[src/emb_pkg.sv]
`default_nettype none
package emb_pkg;
    // *****************************************
    // register map
    // *****************************************
    localparam logic [31:0] EMB_ROM_CTRL_ADDR = 32'hB000_1004;
    localparam logic [31:0] EMB_SDCFG0_ADDR   = 32'hB000_1008;
    localparam logic [31:0] EMB_SDCFG1_ADDR   = 32'hB000_100C;
    localparam logic [31:0] EMB_SDCFG_RST     = 32'h0000_0800;
    localparam logic [31:0] EMB_SDCFG_WMASK   = 32'hFFF8_38FF;
    localparam logic [7:0]  EMB_ROM_RST       = 8'h00;
    localparam logic [7:0]  EMB_ROM_WMASK     = 8'hF3;

    // *****************************************
    // field positions
    // *****************************************
    localparam int EMB_BASE_HI = 31;
    localparam int EMB_BASE_LO = 19;
    localparam int EMB_MRS_BIT = 15;
    localparam int EMB_APC_BIT = 13;
    localparam int EMB_LAT_HI  = 12;
    localparam int EMB_LAT_LO  = 11;
    localparam int EMB_CBK_BIT = 7;
    localparam int EMB_SIZE_HI = 2;
    localparam int EMB_SIZE_LO = 0;
    localparam int EMB_ACC_HI  = 7;
    localparam int EMB_ACC_LO  = 4;
    localparam int EMB_BW_HI   = 3;
    localparam int EMB_BW_LO   = 2;
    localparam int EMB_PG_HI   = 1;
    localparam int EMB_PG_LO   = 0;

    // *****************************************
    // codes and counts
    // *****************************************
    localparam logic [1:0] EMB_LAT_RESERVED = 2'h3;
    localparam logic [2:0] EMB_SIZE_MAX     = 3'h6;
    localparam logic [4:0] EMB_UNIT_SHIFT   = 5'h12;
    localparam logic [4:0] EMB_CBK_MSB_BASE = 5'h11;
    localparam logic [4:0] EMB_ACC_MIN      = 5'h03;
    localparam logic [4:0] EMB_ACC_LONG     = 5'h0A;
    localparam logic [3:0] EMB_ACC_SHORT    = 4'h3;
    localparam logic [1:0] EMB_BOOT_SETTLE  = 2'h2;
    localparam logic [1:0] EMB_RESP_OKAY    = 2'h0;
    localparam logic [1:0] EMB_RESP_SLVERR  = 2'h2;
    localparam logic [1:0] EMB_SEL_ROM      = 2'h0;
    localparam logic [1:0] EMB_SEL_B0       = 2'h1;
    localparam logic [1:0] EMB_SEL_B1       = 2'h2;
    localparam logic [1:0] EMB_SEL_NONE     = 2'h3;

    typedef struct packed {
        logic [31:0] start;
        logic        auto_pre;
        logic [1:0]  cas_cycles;
        logic        four_cbanks;
    } emb_bank_t;

    typedef struct packed {
        logic [4:0] acc_cycles;
        logic [4:0] page_words;
        logic [1:0] boot_width;
    } emb_rom_t;

    typedef struct packed {
        logic [1:0][31:0]     cfg;
        logic [7:0]           rom;
        logic [1:0]           boot_s1;
        logic [1:0]           boot_s2;
        logic [1:0]           boot_cnt;
        logic                 boot_done;
        logic                 aw_full;
        logic [31:0]          awaddr;
        logic                 w_full;
        logic [31:0]          wdata;
        logic [3:0]           wstrb;
        logic                 awready;
        logic                 wready;
        logic                 bvalid;
        logic [1:0]           bresp;
        logic                 arready;
        logic                 rvalid;
        logic [31:0]          rdata;
        logic [1:0]           rresp;
        logic [1:0]           mrs_req;
        logic [1:0]           hit;
        logic [1:0]           cbank;
        logic [1:0]           bank_wr;
        emb_bank_t [1:0]      bank;
        emb_rom_t             rom_out;
    } emb_state_t;
endpackage : emb_pkg
`default_nettype wire

[src/emb_config.sv]
// Notes on behaviour
// - each of the two SDRAM banks has its own configuration register
// - bank start address is base pointer bits 31..19 shifted left by 18
// - address inside base plus size range is flagged as that bank's hit; where both ranges hold it, only bank 0 is flagged
// - writing 1 to bit 15 requests a mode register set for that bank
// - bit 13 low selects auto pre-charge, high disables it
// - CAS latency code 00/01/10 gives 1/2/3 clocks; code 11 is refused
// - bit 7 selects two or four component banks; bank index follows it
// - boot bus width field is read-only, caught from the strap after reset
// - reset loads both bank registers with 0x0000_0800
//
// The implementer's own choice: the AXI4-Lite slave port.
`timescale 1ns/10ps
`default_nettype none
module emb_config
    import emb_pkg::*;
(
    // clock, reset, enable
    input  wire logic              CLK,
    input  wire logic              RST,
    input  wire logic              CE,
    // axi4-lite write
    input  wire logic [31:0]       AWADDR,
    input  wire logic              AWVALID,
    output var  logic              AWREADY,
    input  wire logic [31:0]       WDATA,
    input  wire logic [3:0]        WSTRB,
    input  wire logic              WVALID,
    output var  logic              WREADY,
    output var  logic [1:0]        BRESP,
    output var  logic              BVALID,
    input  wire logic              BREADY,
    // axi4-lite read
    input  wire logic [31:0]       ARADDR,
    input  wire logic              ARVALID,
    output var  logic              ARREADY,
    output var  logic [31:0]       RDATA,
    output var  logic [1:0]        RRESP,
    output var  logic              RVALID,
    input  wire logic              RREADY,
    // memory controller side
    input  wire logic [31:0]       MEM_ADDR,
    input  wire logic [1:0]        MRS_ACK,
    output var  logic [1:0]        MRS_REQ,
    output var  logic [1:0]        BANK_HIT,
    output var  logic [1:0]        MEM_CBANK,
    output var  emb_bank_t [1:0]   BANK_CFG,
    output var  emb_rom_t          ROM_CFG,
    // boot strap pin
    input  wire logic [1:0]        BOOT_WIDTH_PIN
);

    // *****************************************
    // helpers
    // *****************************************
    function automatic logic [1:0] addr_sel(input logic [31:0] a);
        if (a == EMB_ROM_CTRL_ADDR) begin
            addr_sel = EMB_SEL_ROM;
        end else if (a == EMB_SDCFG0_ADDR) begin
            addr_sel = EMB_SEL_B0;
        end else if (a == EMB_SDCFG1_ADDR) begin
            addr_sel = EMB_SEL_B1;
        end else begin
            addr_sel = EMB_SEL_NONE;
        end
    endfunction : addr_sel

    function automatic logic [31:0] merge(input logic [31:0] old, input logic [31:0] d,
                                          input logic [3:0] strb, input logic [31:0] wm);
        logic [31:0] m;
        m = {{8{strb[3]}}, {8{strb[2]}}, {8{strb[1]}}, {8{strb[0]}}} & wm;
        merge = (old & ~m) | (d & m);
    endfunction : merge

    function automatic logic [31:0] start_of(input logic [31:0] c);
        start_of = {1'b0, c[EMB_BASE_HI:EMB_BASE_LO], 18'h00000};
    endfunction : start_of

    // reserved size codes never match
    function automatic logic in_range(input logic [31:0] a, input logic [31:0] c);
        logic [32:0] lo;
        logic [32:0] hi;
        lo = {1'b0, start_of(c)};
        hi = lo + (33'h0_0000_0001 << (EMB_UNIT_SHIFT + {2'h0, c[EMB_SIZE_HI:EMB_SIZE_LO]}));
        in_range = (c[EMB_SIZE_HI:EMB_SIZE_LO] <= EMB_SIZE_MAX)
                   && ({1'b0, a} >= lo) && ({1'b0, a} < hi);
    endfunction : in_range

    // component bank index taken from the top bits of the offset in the bank
    function automatic logic [1:0] cbank_of(input logic [31:0] a, input logic [31:0] c);
        logic [31:0] off;
        logic [4:0]  msb;
        off = a - start_of(c);
        msb = EMB_CBK_MSB_BASE + {2'h0, c[EMB_SIZE_HI:EMB_SIZE_LO]};
        if (c[EMB_CBK_BIT]) begin
            cbank_of = {off[msb], off[msb - 5'h01]};
        end else begin
            cbank_of = {1'b0, off[msb]};
        end
    endfunction : cbank_of

    function automatic logic [4:0] acc_cycles(input logic [3:0] code);
        if (code[3]) begin
            acc_cycles = EMB_ACC_LONG + {1'b0, code[2:0], 1'b0};
        end else if (code < EMB_ACC_SHORT) begin
            acc_cycles = EMB_ACC_MIN;
        end else begin
            acc_cycles = {1'b0, code} + 5'h01;
        end
    endfunction : acc_cycles

    function automatic logic [4:0] page_words(input logic [1:0] pg);
        page_words = (pg == 2'h0) ? 5'h01 : (5'h02 << pg);
    endfunction : page_words

    // *****************************************
    // state update
    // *****************************************
    emb_state_t s;
    emb_state_t n;
    logic [1:0] wsel;
    logic [1:0] rsel;
    logic [31:0] wv;
    logic [31:0] rv;

    always_comb begin
        n = s;
        wsel = addr_sel(s.awaddr);
        rsel = addr_sel(ARADDR);
        wv = 32'h0000_0000;
        rv = 32'h0000_0000;
        n.bank_wr = 2'h0;
        n.boot_s1 = BOOT_WIDTH_PIN;
        n.boot_s2 = s.boot_s1;
        if (!s.boot_done) begin
            if (s.boot_cnt == EMB_BOOT_SETTLE) begin
                n.rom[EMB_BW_HI:EMB_BW_LO] = s.boot_s2;
                n.boot_done = 1'b1;
            end else begin
                n.boot_cnt = s.boot_cnt + 2'h1;
            end
        end
        for (int b = 0; b < 2; b++) begin
            if (MRS_ACK[b]) begin
                n.cfg[b][EMB_MRS_BIT] = 1'b0;
            end
        end
        if (AWVALID && s.awready) begin
            n.aw_full = 1'b1;
            n.awaddr = AWADDR;
        end
        if (WVALID && s.wready) begin
            n.w_full = 1'b1;
            n.wdata = WDATA;
            n.wstrb = WSTRB;
        end
        if (s.bvalid && BREADY) begin
            n.bvalid = 1'b0;
        end
        if (s.aw_full && s.w_full && !s.bvalid) begin
            n.aw_full = 1'b0;
            n.w_full = 1'b0;
            n.bvalid = 1'b1;
            n.bresp = (wsel == EMB_SEL_NONE) ? EMB_RESP_SLVERR : EMB_RESP_OKAY;
            if (wsel == EMB_SEL_ROM) begin
                // start from n.rom so a strap catch in the same cycle is kept
                rv = merge({24'h000000, n.rom}, s.wdata, s.wstrb,
                           {24'h000000, EMB_ROM_WMASK});
                n.rom = rv[7:0];
            end else if (wsel != EMB_SEL_NONE) begin
                for (int b = 0; b < 2; b++) begin
                    if (wsel == (b == 0 ? EMB_SEL_B0 : EMB_SEL_B1)) begin
                        n.bank_wr[b] = 1'b1;
                        wv = merge(s.cfg[b], s.wdata, s.wstrb, EMB_SDCFG_WMASK);
                        // reserved latency code keeps the old field
                        if (wv[EMB_LAT_HI:EMB_LAT_LO] == EMB_LAT_RESERVED) begin
                            wv[EMB_LAT_HI:EMB_LAT_LO] = s.cfg[b][EMB_LAT_HI:EMB_LAT_LO];
                        end
                        // set wins over a same-cycle acknowledge
                        wv[EMB_MRS_BIT] = n.cfg[b][EMB_MRS_BIT]
                                          | (s.wstrb[1] & s.wdata[EMB_MRS_BIT]);
                        n.cfg[b] = wv;
                    end
                end
            end
        end
        if (ARVALID && s.arready) begin
            n.arready = 1'b0;
            n.rvalid = 1'b1;
            n.rresp = EMB_RESP_OKAY;
            if (rsel == EMB_SEL_ROM) begin
                n.rdata = {24'h000000, s.rom};
            end else if (rsel == EMB_SEL_B0) begin
                n.rdata = s.cfg[0];
            end else if (rsel == EMB_SEL_B1) begin
                n.rdata = s.cfg[1];
            end else begin
                n.rdata = 32'h0000_0000;
                n.rresp = EMB_RESP_SLVERR;
            end
        end else if (s.rvalid && RREADY) begin
            n.rvalid = 1'b0;
            n.arready = 1'b1;
        end
        // bank 0 wins where the two ranges overlap
        n.hit[0] = in_range(MEM_ADDR, s.cfg[0]);
        n.hit[1] = in_range(MEM_ADDR, s.cfg[1]) && !n.hit[0];
        if (n.hit[0]) begin
            n.cbank = cbank_of(MEM_ADDR, s.cfg[0]);
        end else if (n.hit[1]) begin
            n.cbank = cbank_of(MEM_ADDR, s.cfg[1]);
        end else begin
            n.cbank = 2'h0;
        end
        if (RST) begin
            n = '0;
            n.cfg[0] = EMB_SDCFG_RST;
            n.cfg[1] = EMB_SDCFG_RST;
            n.rom = EMB_ROM_RST;
            n.arready = 1'b1;
        end
        n.awready = !n.aw_full && !n.bvalid;
        n.wready = !n.w_full && !n.bvalid;
        for (int b = 0; b < 2; b++) begin
            n.mrs_req[b] = n.cfg[b][EMB_MRS_BIT];
            n.bank[b].start = start_of(n.cfg[b]);
            n.bank[b].auto_pre = !n.cfg[b][EMB_APC_BIT];
            n.bank[b].cas_cycles = n.cfg[b][EMB_LAT_HI:EMB_LAT_LO] + 2'h1;
            n.bank[b].four_cbanks = n.cfg[b][EMB_CBK_BIT];
        end
        n.rom_out.acc_cycles = acc_cycles(n.rom[EMB_ACC_HI:EMB_ACC_LO]);
        n.rom_out.page_words = page_words(n.rom[EMB_PG_HI:EMB_PG_LO]);
        n.rom_out.boot_width = n.rom[EMB_BW_HI:EMB_BW_LO];
    end

    always_ff @(posedge CLK) begin
        if (RST || CE) begin
            s <= n;
        end
    end

    assign AWREADY   = s.awready;
    assign WREADY    = s.wready;
    assign BVALID    = s.bvalid;
    assign BRESP     = s.bresp;
    assign ARREADY   = s.arready;
    assign RVALID    = s.rvalid;
    assign RDATA     = s.rdata;
    assign RRESP     = s.rresp;
    assign MRS_REQ   = s.mrs_req;
    assign BANK_HIT  = s.hit;
    assign MEM_CBANK = s.cbank;
    assign BANK_CFG  = s.bank;
    assign ROM_CFG   = s.rom_out;
endmodule : emb_config
`default_nettype wire

[config.mk]
export PLATFORM = sky130hd
export DESIGN_NAME = emb_config
export DESIGN_NICKNAME = d
export VERILOG_FILES = /design/src/emb_pkg.sv /design/src/emb_config.sv
export SDC_FILE = /design/constraint.sdc
export NUM_CORES = 1
export LEC_CHECK = 0
export BUFFER_PORTS_ARGS = -buffer_cell sky130_fd_sc_hd__buf_2
export CORE_MARGIN = 2
export CORE_UTILIZATION = 44
export DETAILED_ROUTE_END_ITERATION = 7
export GPL_TIMING_DRIVEN = 0
export PLACE_DENSITY = 0.66
export SYNTH_ARGS = -nofsm -noshare
export SYNTH_HDL_FRONTEND = slang
export SYNTH_SLANG_ARGS = --single-unit
[constraint.sdc]
create_clock -name CLK -period 5.9 [get_ports CLK]
set_input_delay 0.59 -clock CLK [delete_from_list [all_inputs] [get_ports CLK]]
set_output_delay 0.59 -clock CLK [all_outputs]
set_load 0.005 [all_outputs]
# == After elaboration in Yosys (flattened, before gate mapping) ==
# Cells that the tools add are included.
# W data, S select, Z words.
# totals
reg_bits,242
input_bits,144
out_inout_bits,131
elab_cells,194
# op_classes
addsub,15
order_cmp,11
eq_ne,18
shifts,3
n_mux,57
bitwise,13
n_reduce_logical,41
# op_table
operator,n
$mux W282,1
$eq A32 B32 Y1 const B,6
$mux W32,5
$mux W64,2
$and A32 B32 Y32,3
$mux W72,1
$add A31 B33 Y33,2
$lt A32 B33 Y1,2
$shl A1 B5 Y33 const A,2
$ge A32 B31 Y1,2
$or A32 B32 Y32,2
$sub A32 B31 Y32,2
$mux W2,22
$mux W37,1
$mux W34,1
$mux W33,1
$not A32 Y32,1
$lt A5 B6 Y1 const B,4
$add A5 B3 Y5 const A,4
$bmux W1 S5,4
$and A8 B8 Y8,2
$logic_and A1 B1 Y1,14
$mux W1,14
$reduce_bool A2 Y1,7
24 further kinds,53

# == Depth between registers and ports, before layout ==
# Gate-level depths: netlist (run 1).
# depth
word_depth,13
depth_mapped,24
ltp_nobuf,23

# == Least setup slack after synthesis (run 1) ==
# No wires, ideal clock.
# synth_path
path_kind,register to register
start,reg s[219] in the netlist's numbering
end,"reg s, in the netlist MEM_CBANK[0], data pin"
setup_time_ns,0.163
arrival_ns,4.482
required_ns,5.737
slack_ns,1.255
stages_incl_launch_ff,24
path_buffers,1
period_less_slack_ns,4.645
path_cell_list,edfxtp_1 -> ha_1 -> clkbuf_1 -> nor2_1 -> and2_1 -> ha_1 -> fa_1 -> a211o_1 -> o211ai_1 -> a221oi_2 -> a21oi_1 -> nor2b_1 -> o21a_1 -> o311ai_0 -> nand2b_1 -> xnor2_1 -> ha_1 -> nand3_1 -> a31o_2 -> nand3_1 -> a222oi_1 -> nor4bb_1 -> nand2_1 -> o221ai_1
# synth_between
elab_chain_len,9
elab_cells_between_ends,18
classes_between,add/sub: 4; order compare: 2; shift: 1; mux: 7; reduce/logical: 4
# synth_rtl
element,line_no,text
"start, declared",emb_config.sv:119,emb_state_t s;
"start signal, assigned",emb_config.sv:238,s <= n;
$add A5 B3 Y5,emb_config.sv:84,"hi = lo + (33'h0_0000_0001 << (EMB_UNIT_SHIFT + {2'h0, c[EMB_SIZE_HI:EMB_SIZE_LO]}));"
$shl A1 B5 Y33,emb_config.sv:84,
$add A31 B33 Y33,emb_config.sv:84,
$lt A32 B33 Y1,emb_config.sv:86,"&& ({1'b0, a} >= lo) && ({1'b0, a} < hi);"
$logic_and A1 B1 Y1,emb_config.sv:86,
$logic_not A1 Y1,emb_config.sv:207,"n.hit[1] = in_range(MEM_ADDR, s.cfg[1]) && !n.hit[0];"
$logic_and A1 B1 Y1,emb_config.sv:207,
$mux W2,emb_config.sv:210,end else if (n.hit[1]) begin
$mux W2 *,emb_config.sv:208,if (n.hit[0]) begin
# Every way passes the cells marked *; elsewhere a longest branch is shown, timed or not. The select of a mux whose other input is x is not followed.
# A chain may end at the register's enable or synchronous reset.

# == Final worst setup path (run 1) ==
# Ends and elaborated chain as after synthesis.

==> results of run 1 <==
critical path: cells and delay by family (launching register included):
family / cells / cell delay [ns]
fa+ha+maj: 4 / 1.18
simple gates: 7 / 0.97
compound gates: 10 / 2.14
flops: 1 / 0.54
buf+inv: 1 / 0.28
xor+xnor: 1 / 0.18
layer usage:
metal	share of wire	global-route usage	wire length, µm	vias to the layer above
met5	0.00033	0	13	-
met4	0.024	0.0690	957	2
met3	0.069	0.0345	2730	62
met2	0.48	0.397	18700	412
met1	0.43	0.306	16900	5317
li1	-	-	-	5585
report_power, final:
group | internal [mW] | switching (mW)
clock network | 0.772 | 0.585
registers | 1.68 | 0.0889
logic | 0.344 | 0.415
total | 2.80 | 1.09
how the worst max path moves through the flow:
| stage | from | end | slack [ns] | cells past startpoint |
|---|---|---|---|---|
| floorplan | s[219]$_SDFFCE_PP0P_ | MEM_CBANK[0]$_SDFFCE_PP0P_ | 1.26 | 23 |
| global placement | s[218]$_SDFFCE_PP0P_ | MEM_CBANK[0]$_SDFFCE_PP0P_ | 0.28 | 22 |
| detailed placement | s[218]$_SDFFCE_PP0P_ | MEM_CBANK[0]$_SDFFCE_PP0P_ | 0.26 | 22 |
| CTS | s[219]$_SDFFCE_PP0P_ | MEM_CBANK[0]$_SDFFCE_PP0P_ | 0.20 | 23 |
| global route | s[219]$_SDFFCE_PP0P_ | MEM_CBANK[0]$_SDFFCE_PP0P_ | 0.07 | 23 |
| finish | s[219]$_SDFFCE_PP0P_ | MEM_CBANK[0]$_SDFFCE_PP0P_ | 0.42 | 23 |
cell type report:
class                      count  area [µm²]
inverter                      56         216
multi-input combinational   1016        6760
sequential                   201        6040
buffer                       183        1190
clock buffer                  29         598
clock inverter                11         110
tap                          402         503
antenna                        1        2.50
timing repair buffer         228        1160
fill                        2885       14900
stage by stage:
step	setup WS [ns]	area (µm²)	std cells	total power, mW	util
global placement	0.279	15800	2084	2.53	0.503
finish	0.422	16600	2127	3.89	0.527
global route	0.0693	16600	2126	4.05	0.527
detailed placement	0.263	15800	2085	2.55	0.503
CTS	0.203	16600	2125	3.90	0.526
floorplan	1.26	14200	1456	2.28	-
synth_stat cells, drive strengths merged (19+ instances only):
| cell type | number | share of area |
|---|---|---|
| mux2i | 22 | 0.016 |
| ha | 98 | 0.087 |
| a22oi | 24 | 0.013 |
| and2 | 105 | 0.047 |
| nor3 | 41 | 0.015 |
| nand2 | 99 | 0.026 |
| xnor2 | 23 | 0.015 |
| inv | 55 | 0.015 |
| o21ai | 33 | 0.012 |
| clkbuf | 47 | 0.013 |
| buf | 136 | 0.072 |
| nor2 | 108 | 0.029 |
| a21oi | 95 | 0.034 |
| xor2 | 23 | 0.015 |
| a21o | 19 | 0.010 |
| edfxtp | 201 | 0.43 |
| nand3 | 49 | 0.017 |
| nor4 | 21 | 0.0098 |
sequential cells by signal (all words and copies together), names as in the netlist:
| register | flops |
|---|---|
| ARREADY | 1 |
| AWREADY | 1 |
| BANK_CFG | 6 |
| BANK_HIT | 2 |
| BRESP | 1 |
| BVALID | 1 |
| MEM_CBANK | 2 |
| RDATA | 32 |
| ROM_CFG | 10 |
| RRESP | 1 |
| RVALID | 1 |
| WREADY | 1 |
| s | 142 |
timing repair:
action,in CTS,in global routing
resized for setup,0,4
hold buffers,0,0
setup endpoints to repair,0,3
setup buffers,0,1
logic make-up after synthesis:
family / after synthesis / synth area share
flip-flops: 201 / 0.430
buffers and inverters: 239 / 0.0995
XOR/XNOR: 46 / 0.0298
other: 1 / 0.000267
AO/OA/AOI/OAI: 286 / 0.140
AND/OR/NAND/NOR: 516 / 0.190
multiplexers: 25 / 0.0181
adder cells (fa/ha/maj): 102 / 0.0931
==> flow_summary.ini, run 1 <==
[min_path]
worstHoldPathType = in2reg
hp-start = AWADDR[11]
hold_depth = 2
whs_endpoint = s[181]$_SDFFCE_PP0P_

[synth]
synth_cell_types = 86
ys_seq_elements = 201
async_flop_share = 0
avgSynthCellArea_um2 = 9.91
ys.flop_type = edfxtp_1
netlist_instances = 1416
yosys_warnings = 0
synth.yosys.seq_area_share = 0.430
synth_edf_count = 201
netlist_area_mm2 = 0.0140

[sta]
worst_slew_pin_slew_ns = 1.08
fin_crit_sh = 0.929
hold_viol_final = 0
clock-skew-final_ns = 0.0324
setup_tns_ns = 0
setup_viol = 0
rsz0062_at_grt = no
slew_headroom = 0.275
drv_slew = 0
min_period_ns = 5.48
whs_ns = 0.330
fmax_mhz = 183

[drt]
wl_um = 39300
vias = 11378
drt-initial-drc-count = 978
drt_first_pass_iters = 5
routedWlPerCell_um = 18.5
antenna_left = 0
remaining_drc_errors = 0
via_per_inst = 5.35

[clocking]
insertion_delay_ns = 0.54
cts_sinks = 201
clk_path_buf_depth = 3
cts_buffers = 23
htreeDepth = 1
cts_tree = done
clkTransAtPathRegs_ns = 0.06
root_buffer = clkbuf_16

[critical_path]
reg2reg_depth = 23
crit_type = reg2reg
rrSetupSlack_ns = 0.42
critPathMaxStageDelay_ns = 0.54
critPathSlowestCell = edfxtp_1
crit_path_frequent_cell = ha_1
cp_max_fo = 10
end_kind = flop
cp_cell_sequence = ha_1 -> clkbuf_2 -> nor2_1 -> and2_1 -> ha_1 -> fa_1 -> a211o_1 -> o211ai_1 -> a221oi_2 -> a21oi_1 -> nor2b_1 -> o21a_1 -> o311ai_0 -> nand2b_1 -> xnor2_1 -> ha_1 -> nand3_1 -> a31o_2 -> nand3_1 -> a222oi_1 -> and2b_1 -> o211ai_1 -> o221ai_1
cp_data_required_time_ns = 6.24
r2r-start = s[219]$_SDFFCE_PP0P_
rr_endpoint = MEM_CBANK[0]$_SDFFCE_PP0P_
startpoint_type = flop
critical_path_arrival_ns = 5.82

[final_layout]
synthToLayoutAreaGrowth_pct = 18.1
layout_commonest_cell = buf_2
final_cell_mix = buf_2, edfxtp_1, buf_4, nor2_1, and2_1
nets = 1955
drive_gt1_frac = 0.251

[status]
run_status = finished clean

[floorplanning]
dieArea_mm2 = 0.0333
coreArea_mm2 = 0.0315
io_pins = 275
initial_core_util = 0.446
die_h_um = 183
rows = 65
die_w_um = 183

[power_and_ir_drop]
p_leak_nw = 7.20
ir_drop_mv = 0.218
powerDensity_mw_per_mm2 = 235

[placed_design]
hpwl_um = 30500
port_buffers = 226
place.gp.congestion = 0.916

[grt]
grt.total_usage = 0.232
grt_remaining_overflow = 0
antenna_found_initial = 1
grt_pass1_vias = 11092
grt_max_degree = 40
grt_pass1_wl_um = 60300

[flow_run]
cap_violations = 0
(Power assumes the default switching activity.)
==> run 2, diff against run 1 <==
--- a/config.mk
+++ b/config.mk
@@ -11,6 +11,7 @@
 export DETAILED_ROUTE_END_ITERATION = 7
 export GPL_TIMING_DRIVEN = 0
 export PLACE_DENSITY = 0.66
+export REMOVE_ABC_BUFFERS = 1
 export SYNTH_ARGS = -nofsm -noshare
 export SYNTH_HDL_FRONTEND = slang
 export SYNTH_SLANG_ARGS = --single-unit
==> run 2 against run 1 <==
Net effect:
- largest power group unchanged
- sequential power barely moved
- hold slack better by 0.033 ns
- critical path type unchanged
- power is 2.6% lower
- global-route usage fell by 2.1 points
- setup slack got worse by 0.088 ns
- critical endpoint unchanged
- combinational power is 12% lower
- critical path depth stayed put
- sequential share of layout area rose by 2.6 points
==> flow_summary.ini, run 2 (synthesis gave the netlist of run 1 again) <==
[critical_path]
crit_type = reg2reg
end_kind = flop
critical_path_arrival_ns = 5.90
startpoint_type = flop
cp_data_required_time_ns = 6.23
cp_max_fo = 7

[floorplanning]
dieArea_mm2 = 0.0333
rows = 65
initial_core_util = 0.446
io_pins = 275
coreArea_mm2 = 0.0315
die_w_um = 183
die_h_um = 183

[final_layout]
top_register = s
synthToLayoutAreaGrowth_pct = 10.1
drive_gt1_frac = 0.197
nets = 1777
regArea_mm2 = 0.00604
final_cell_mix = buf_2, edfxtp_1, nor2_1, and2_1, nand2_1
largest_register_ffs = 142
final_cells = 1946
layout_commonest_cell = buf_2
num_antenna_cells = 0
multiInputGateArea_mm2 = 0.00676
final.fill_count = 2941
post-route-util = 0.491

[grt]
busiest_layer = met2
grt_use_met2 = 0.357
grt.total_usage = 0.211
grt_max_degree = 88
antenna_found_initial = 0
use_met3 = 0.0305
grt_pass1_vias = 10231
met1_usage = 0.284
grt_pass1_wl_um = 55400
grt_remaining_overflow = 0

[status]
run_status = finished clean

[clocking]
root_buffer = clkbuf_16
cts_buffers = 22
cts_sinks = 201
clk_path_buf_depth = 3
cts_tree = done
insertion_delay_ns = 0.50
htreeDepth = 1
clkTransAtPathRegs_ns = 0.06

[drt]
vias = 10742
remaining_drc_errors = 0
drt_first_pass_iters = 5
via_per_inst = 5.52
routedWlPerCell_um = 18.7
wl_um = 36400
drt-initial-drc-count = 826
antenna_left = 0

[sta]
rsz0062_at_grt = no
fin_crit_sh = 0.943
clock-skew-final_ns = 0.0181
timing.final.ws_setup_ns = 0.334
setup_viol = 0
hold_viol_final = 0
slew_headroom = 0.292
worst_slew_pin_slew_ns = 1.06
drv_slew = 0
fmax_mhz = 180
min_period_ns = 5.57

[placed_design]
place.gp.congestion = 0.930
port_buffers = 227
dp.cells = 1905
hpwl_um = 27600
place_ws_ns = -0.521

[power_and_ir_drop]
finalPower_mw = 3.79
ir_drop_mv = 0.169
powerDensity_mw_per_mm2 = 245
p_leak_nw = 6.49

[min_path]
worstHoldPathType = in2reg

[flow_run]
cap_violations = 0
-- run 2: worst max-delay path, stage by stage, from the launching register on --
cell and delay, ns:
edfxtp_1 0.55, ha_2 0.46, nor2_1 0.10, and2_1 0.18, ha_1 0.20, fa_1 0.43, a211o_1 0.30, o211ai_1 0.15
a221oi_2 0.13, a21oi_1 0.25, nor2b_1 0.07, o21a_1 0.19, o311ai_0 0.29, nand2b_1 0.11, xnor2_1 0.14, ha_1 0.30
nand3_1 0.10, a31o_2 0.24, nand3_1 0.09, a222oi_1 0.10, buf_4 0.17, nor4bb_1 0.46, nand2_1 0.18, o221ai_1 0.21
-- run 2: final cells by class --
cell class                 count  share of cell area
clock inverter                 8             0.00785
tap                          402              0.0326
sequential                   201               0.391
timing repair buffer         234              0.0802
clock buffer                  29              0.0373
inverter                      56              0.0138
multi-input combinational   1016               0.438
-- run 2: path summary, 6_finish.rpt --
check / cells after the start / slack, ns / endpoint / startpoint
max: 23 / 0.33 / MEM_CBANK[0]$_SDFFCE_PP0P_ / s[219]$_SDFFCE_PP0P_
min: 2 / 0.36 / s[189]$_SDFFCE_PP0P_ / AWADDR[19]
min reg2reg: 1 / 0.54 / s[207]$_SDFFCE_PP0P_ / s[209]$_SDFFCE_PP0P_
max reg2reg: 23 / 0.33 / MEM_CBANK[0]$_SDFFCE_PP0P_ / s[219]$_SDFFCE_PP0P_
-- run 2: metal layers --
layer	part of all wire	vias to the layer above
met4	0.022	0
met5	0	-
met2	0.47	434
met1	0.43	5021
met3	0.069	55
li1	-	5232
-- run 2: metrics by stage --
stage / TNS [ns] / instance area (µm²) / hold WS, ns
finish: 0 / 15500 / 0.363
floorplan: 0 / 13000 / 0.509
global placement: -1.39 / 14600 / 0.514
detailed placement: -1.56 / 14700 / 0.524
CTS: 0 / 15400 / 0.348
global route: 0 / 15500 / 0.356
-- run 2: power by group --
part | leakage (nW) | switching (mW) | internal [mW] | total (mW)
Sequential | 2.11 | 0.0885 | 1.68 | 1.77
Clock | 0.335 | 0.533 | 0.815 | 1.35
Combinational | 4.04 | 0.386 | 0.281 | 0.667
Total | 6.49 | 1.01 | 2.78 | 3.79
-- run 2: timing repair --
action | CTS | global route
resized for setup | 1 | 1
buffers inserted | 1 | 2
hold endpoints to repair | 0 | 0
endpoints found under the setup margin | 4 | 4
hold buffers | 0 | 0
pin swaps | 0 | 1
==> run 3, diff against run 2 <==
--- a/config.mk
+++ b/config.mk
@@ -9,8 +9,8 @@
 export CORE_MARGIN = 2
 export CORE_UTILIZATION = 44
 export DETAILED_ROUTE_END_ITERATION = 7
-export GPL_TIMING_DRIVEN = 0
-export PLACE_DENSITY = 0.66
+export GPL_TIMING_DRIVEN = 1
+export PLACE_DENSITY = 0.75
 export REMOVE_ABC_BUFFERS = 1
 export SYNTH_ARGS = -nofsm -noshare
 export SYNTH_HDL_FRONTEND = slang
==> run 3 against run 2 <==
Net effect:
- clock-buffer cell count down 3
- critical path depth decreased by 1
- die area did not move
- non-clock buffer count is 3 higher
- fmax is 5.1% higher
- global-route usage is 0.28 points higher
- cell area about the same
- largest cell class unchanged
- highest routed layer is now met5
==> flow_summary.ini, run 3 (synthesis gave the netlist of run 1 again) <==
[floorplanning]
rows = 65
initial_core_util = 0.446
die_h_um = 183
die_w_um = 183
coreArea_mm2 = 0.0315
io_pins = 275
dieArea_mm2 = 0.0333

[grt]
grt_max_degree = 62
antenna_found_initial = 3
grt_remaining_overflow = 0
grt.total_usage = 0.214
grt_pass1_vias = 10445
grt_pass1_wl_um = 56400

[sta]
clock-skew-final_ns = 0.0147
fin_crit_sh = 0.897
hold_viol_final = 0
timing.final.ws_setup_ns = 0.605
setup_tns_ns = 0
setup_viol = 0
slew_headroom = 0.271
min_period_ns = 5.29
rsz0062_at_grt = no
worst_slew_pin_slew_ns = 1.09
fmax_mhz = 189
drv_slew = 0

[drt]
via_per_inst = 5.59
antenna_left = 0
routedWlPerCell_um = 18.9
drt_first_pass_iters = 6
remaining_drc_errors = 0
vias = 10895
drt-initial-drc-count = 1073
wl_um = 36900

[min_path]
hp-start = AWADDR[23]
worstHoldPathType = in2reg

[clocking]
htreeDepth = 1
clkTransAtPathRegs_ns = 0.06
cts_tree = done
insertion_delay_ns = 0.54
cts_sinks = 201
cts_buffers = 23
clk_path_buf_depth = 3
postCtsSetupRepairBufs = 0
cts_hold_buf = 0
cts_resized = 0
root_buffer = clkbuf_16

[critical_path]
startpoint_type = flop
end_kind = flop
crit_path_frequent_cell = ha_1
startpoint = s[220]$_SDFFCE_PP0P_
critical_path_arrival_ns = 5.65
cp_max_fo = 7
r2r-start = s[220]$_SDFFCE_PP0P_
critPathSlowestCell = a222oi_1
cp_cell_sequence = ha_1 -> nor2_1 -> and2_1 -> ha_1 -> fa_1 -> a211o_1 -> o211ai_1 -> a221oi_2 -> a21oi_1 -> nor2b_1 -> o21a_1 -> o311ai_0 -> nand2b_1 -> xnor2_1 -> ha_1 -> nand3_1 -> a31o_2 -> nand3_1 -> a222oi_1 -> and2b_1 -> nand2_1 -> o221ai_1
cp_data_required_time_ns = 6.25
crit_type = reg2reg
critPathMaxStageDelay_ns = 0.56

[flow_run]
cap_violations = 0

[final_layout]
final_cell_mix = buf_2, edfxtp_1, nor2_1, and2_1, nand2_1
final_area_mm2 = 0.0154
final_cells = 1950
synthToLayoutAreaGrowth_pct = 10.0
drive_gt1_frac = 0.200
layout_commonest_cell = buf_2
nets = 1781
top_register = s
post-route-util = 0.491
largest_register_ffs = 142

[placed_design]
port_buffers = 227
hpwl_um = 27800
place.gp.congestion = 0.931
place_ws_ns = 0.690
dp.cells = 1912
placed_area_mm2 = 0.0147

[power_and_ir_drop]
powerDensity_mw_per_mm2 = 249
ir_drop_mv = 0.188
p_leak_nw = 6.51

[status]
run_status = finished clean
-- run 3: cell types whose count changed in the layout (fill, tap and decap cells not counted), moves of 2 or more --
| cell | change |
|---|---|
| buf_4 | +5 |
| clkbuf_1 | -4 |
| buf_16 | -2 |
| inv_8 | +2 |
-- run 3: layer usage --
layer  GRT usage  vias to the layer above  part of all wire
met3      0.0425                       88             0.083
met5           0                        -           0.00065
met4      0.0706                        4             0.034
li1            -                     5222                 -
met1       0.278                     5098              0.42
met2       0.358                      483              0.46
-- run 3: power by group --
group	switching [mW]	internal (mW)	total (mW)
Sequential	0.0870	1.68	1.77
Clock	0.591	0.808	1.40
Combinational	0.392	0.277	0.669
-- run 3: worst paths after layout --
kind | end | slack (ns) | cells after the start
worst max-delay path | MEM_CBANK[0]$_SDFFCE_PP0P_ | 0.61 | 22
worst min-delay path | s[193]$_SDFFCE_PP0P_ | 0.33 | 2
worst max register to register | MEM_CBANK[0]$_SDFFCE_PP0P_ | 0.61 | 22
worst min register to register | s[206]$_SDFFCE_PP0P_ | 0.54 | 1
-- run 3: layout make-up --
type	count	area [µm²]
timing repair buffer	237	1210
clock buffer	26	587
inverter	56	210
sequential	201	6040
antenna	1	2.50
clock inverter	11	133
fill	2835	16000
tap	402	503
multi-input combinational	1016	6760
-- run 3: metrics by stage --
step	power (mW)	hold slack, ns
after floorplan	2.19	0.509
after global placement	2.44	0.519
after detailed placement	2.46	0.525
after CTS	3.85	0.312
after global routing	3.99	0.328
final	3.84	0.332
-- run 3: worst max-delay path, delay by kind of cell (launching register included) --
family / cells / cell delay (ns)
AO/OA/AOI/OAI: 9 / 2.16
adder cells (fa/ha/maj): 4 / 1.40
AND/OR/NAND/NOR: 8 / 1.03
flip-flops: 1 / 0.40
XOR/XNOR: 1 / 0.14
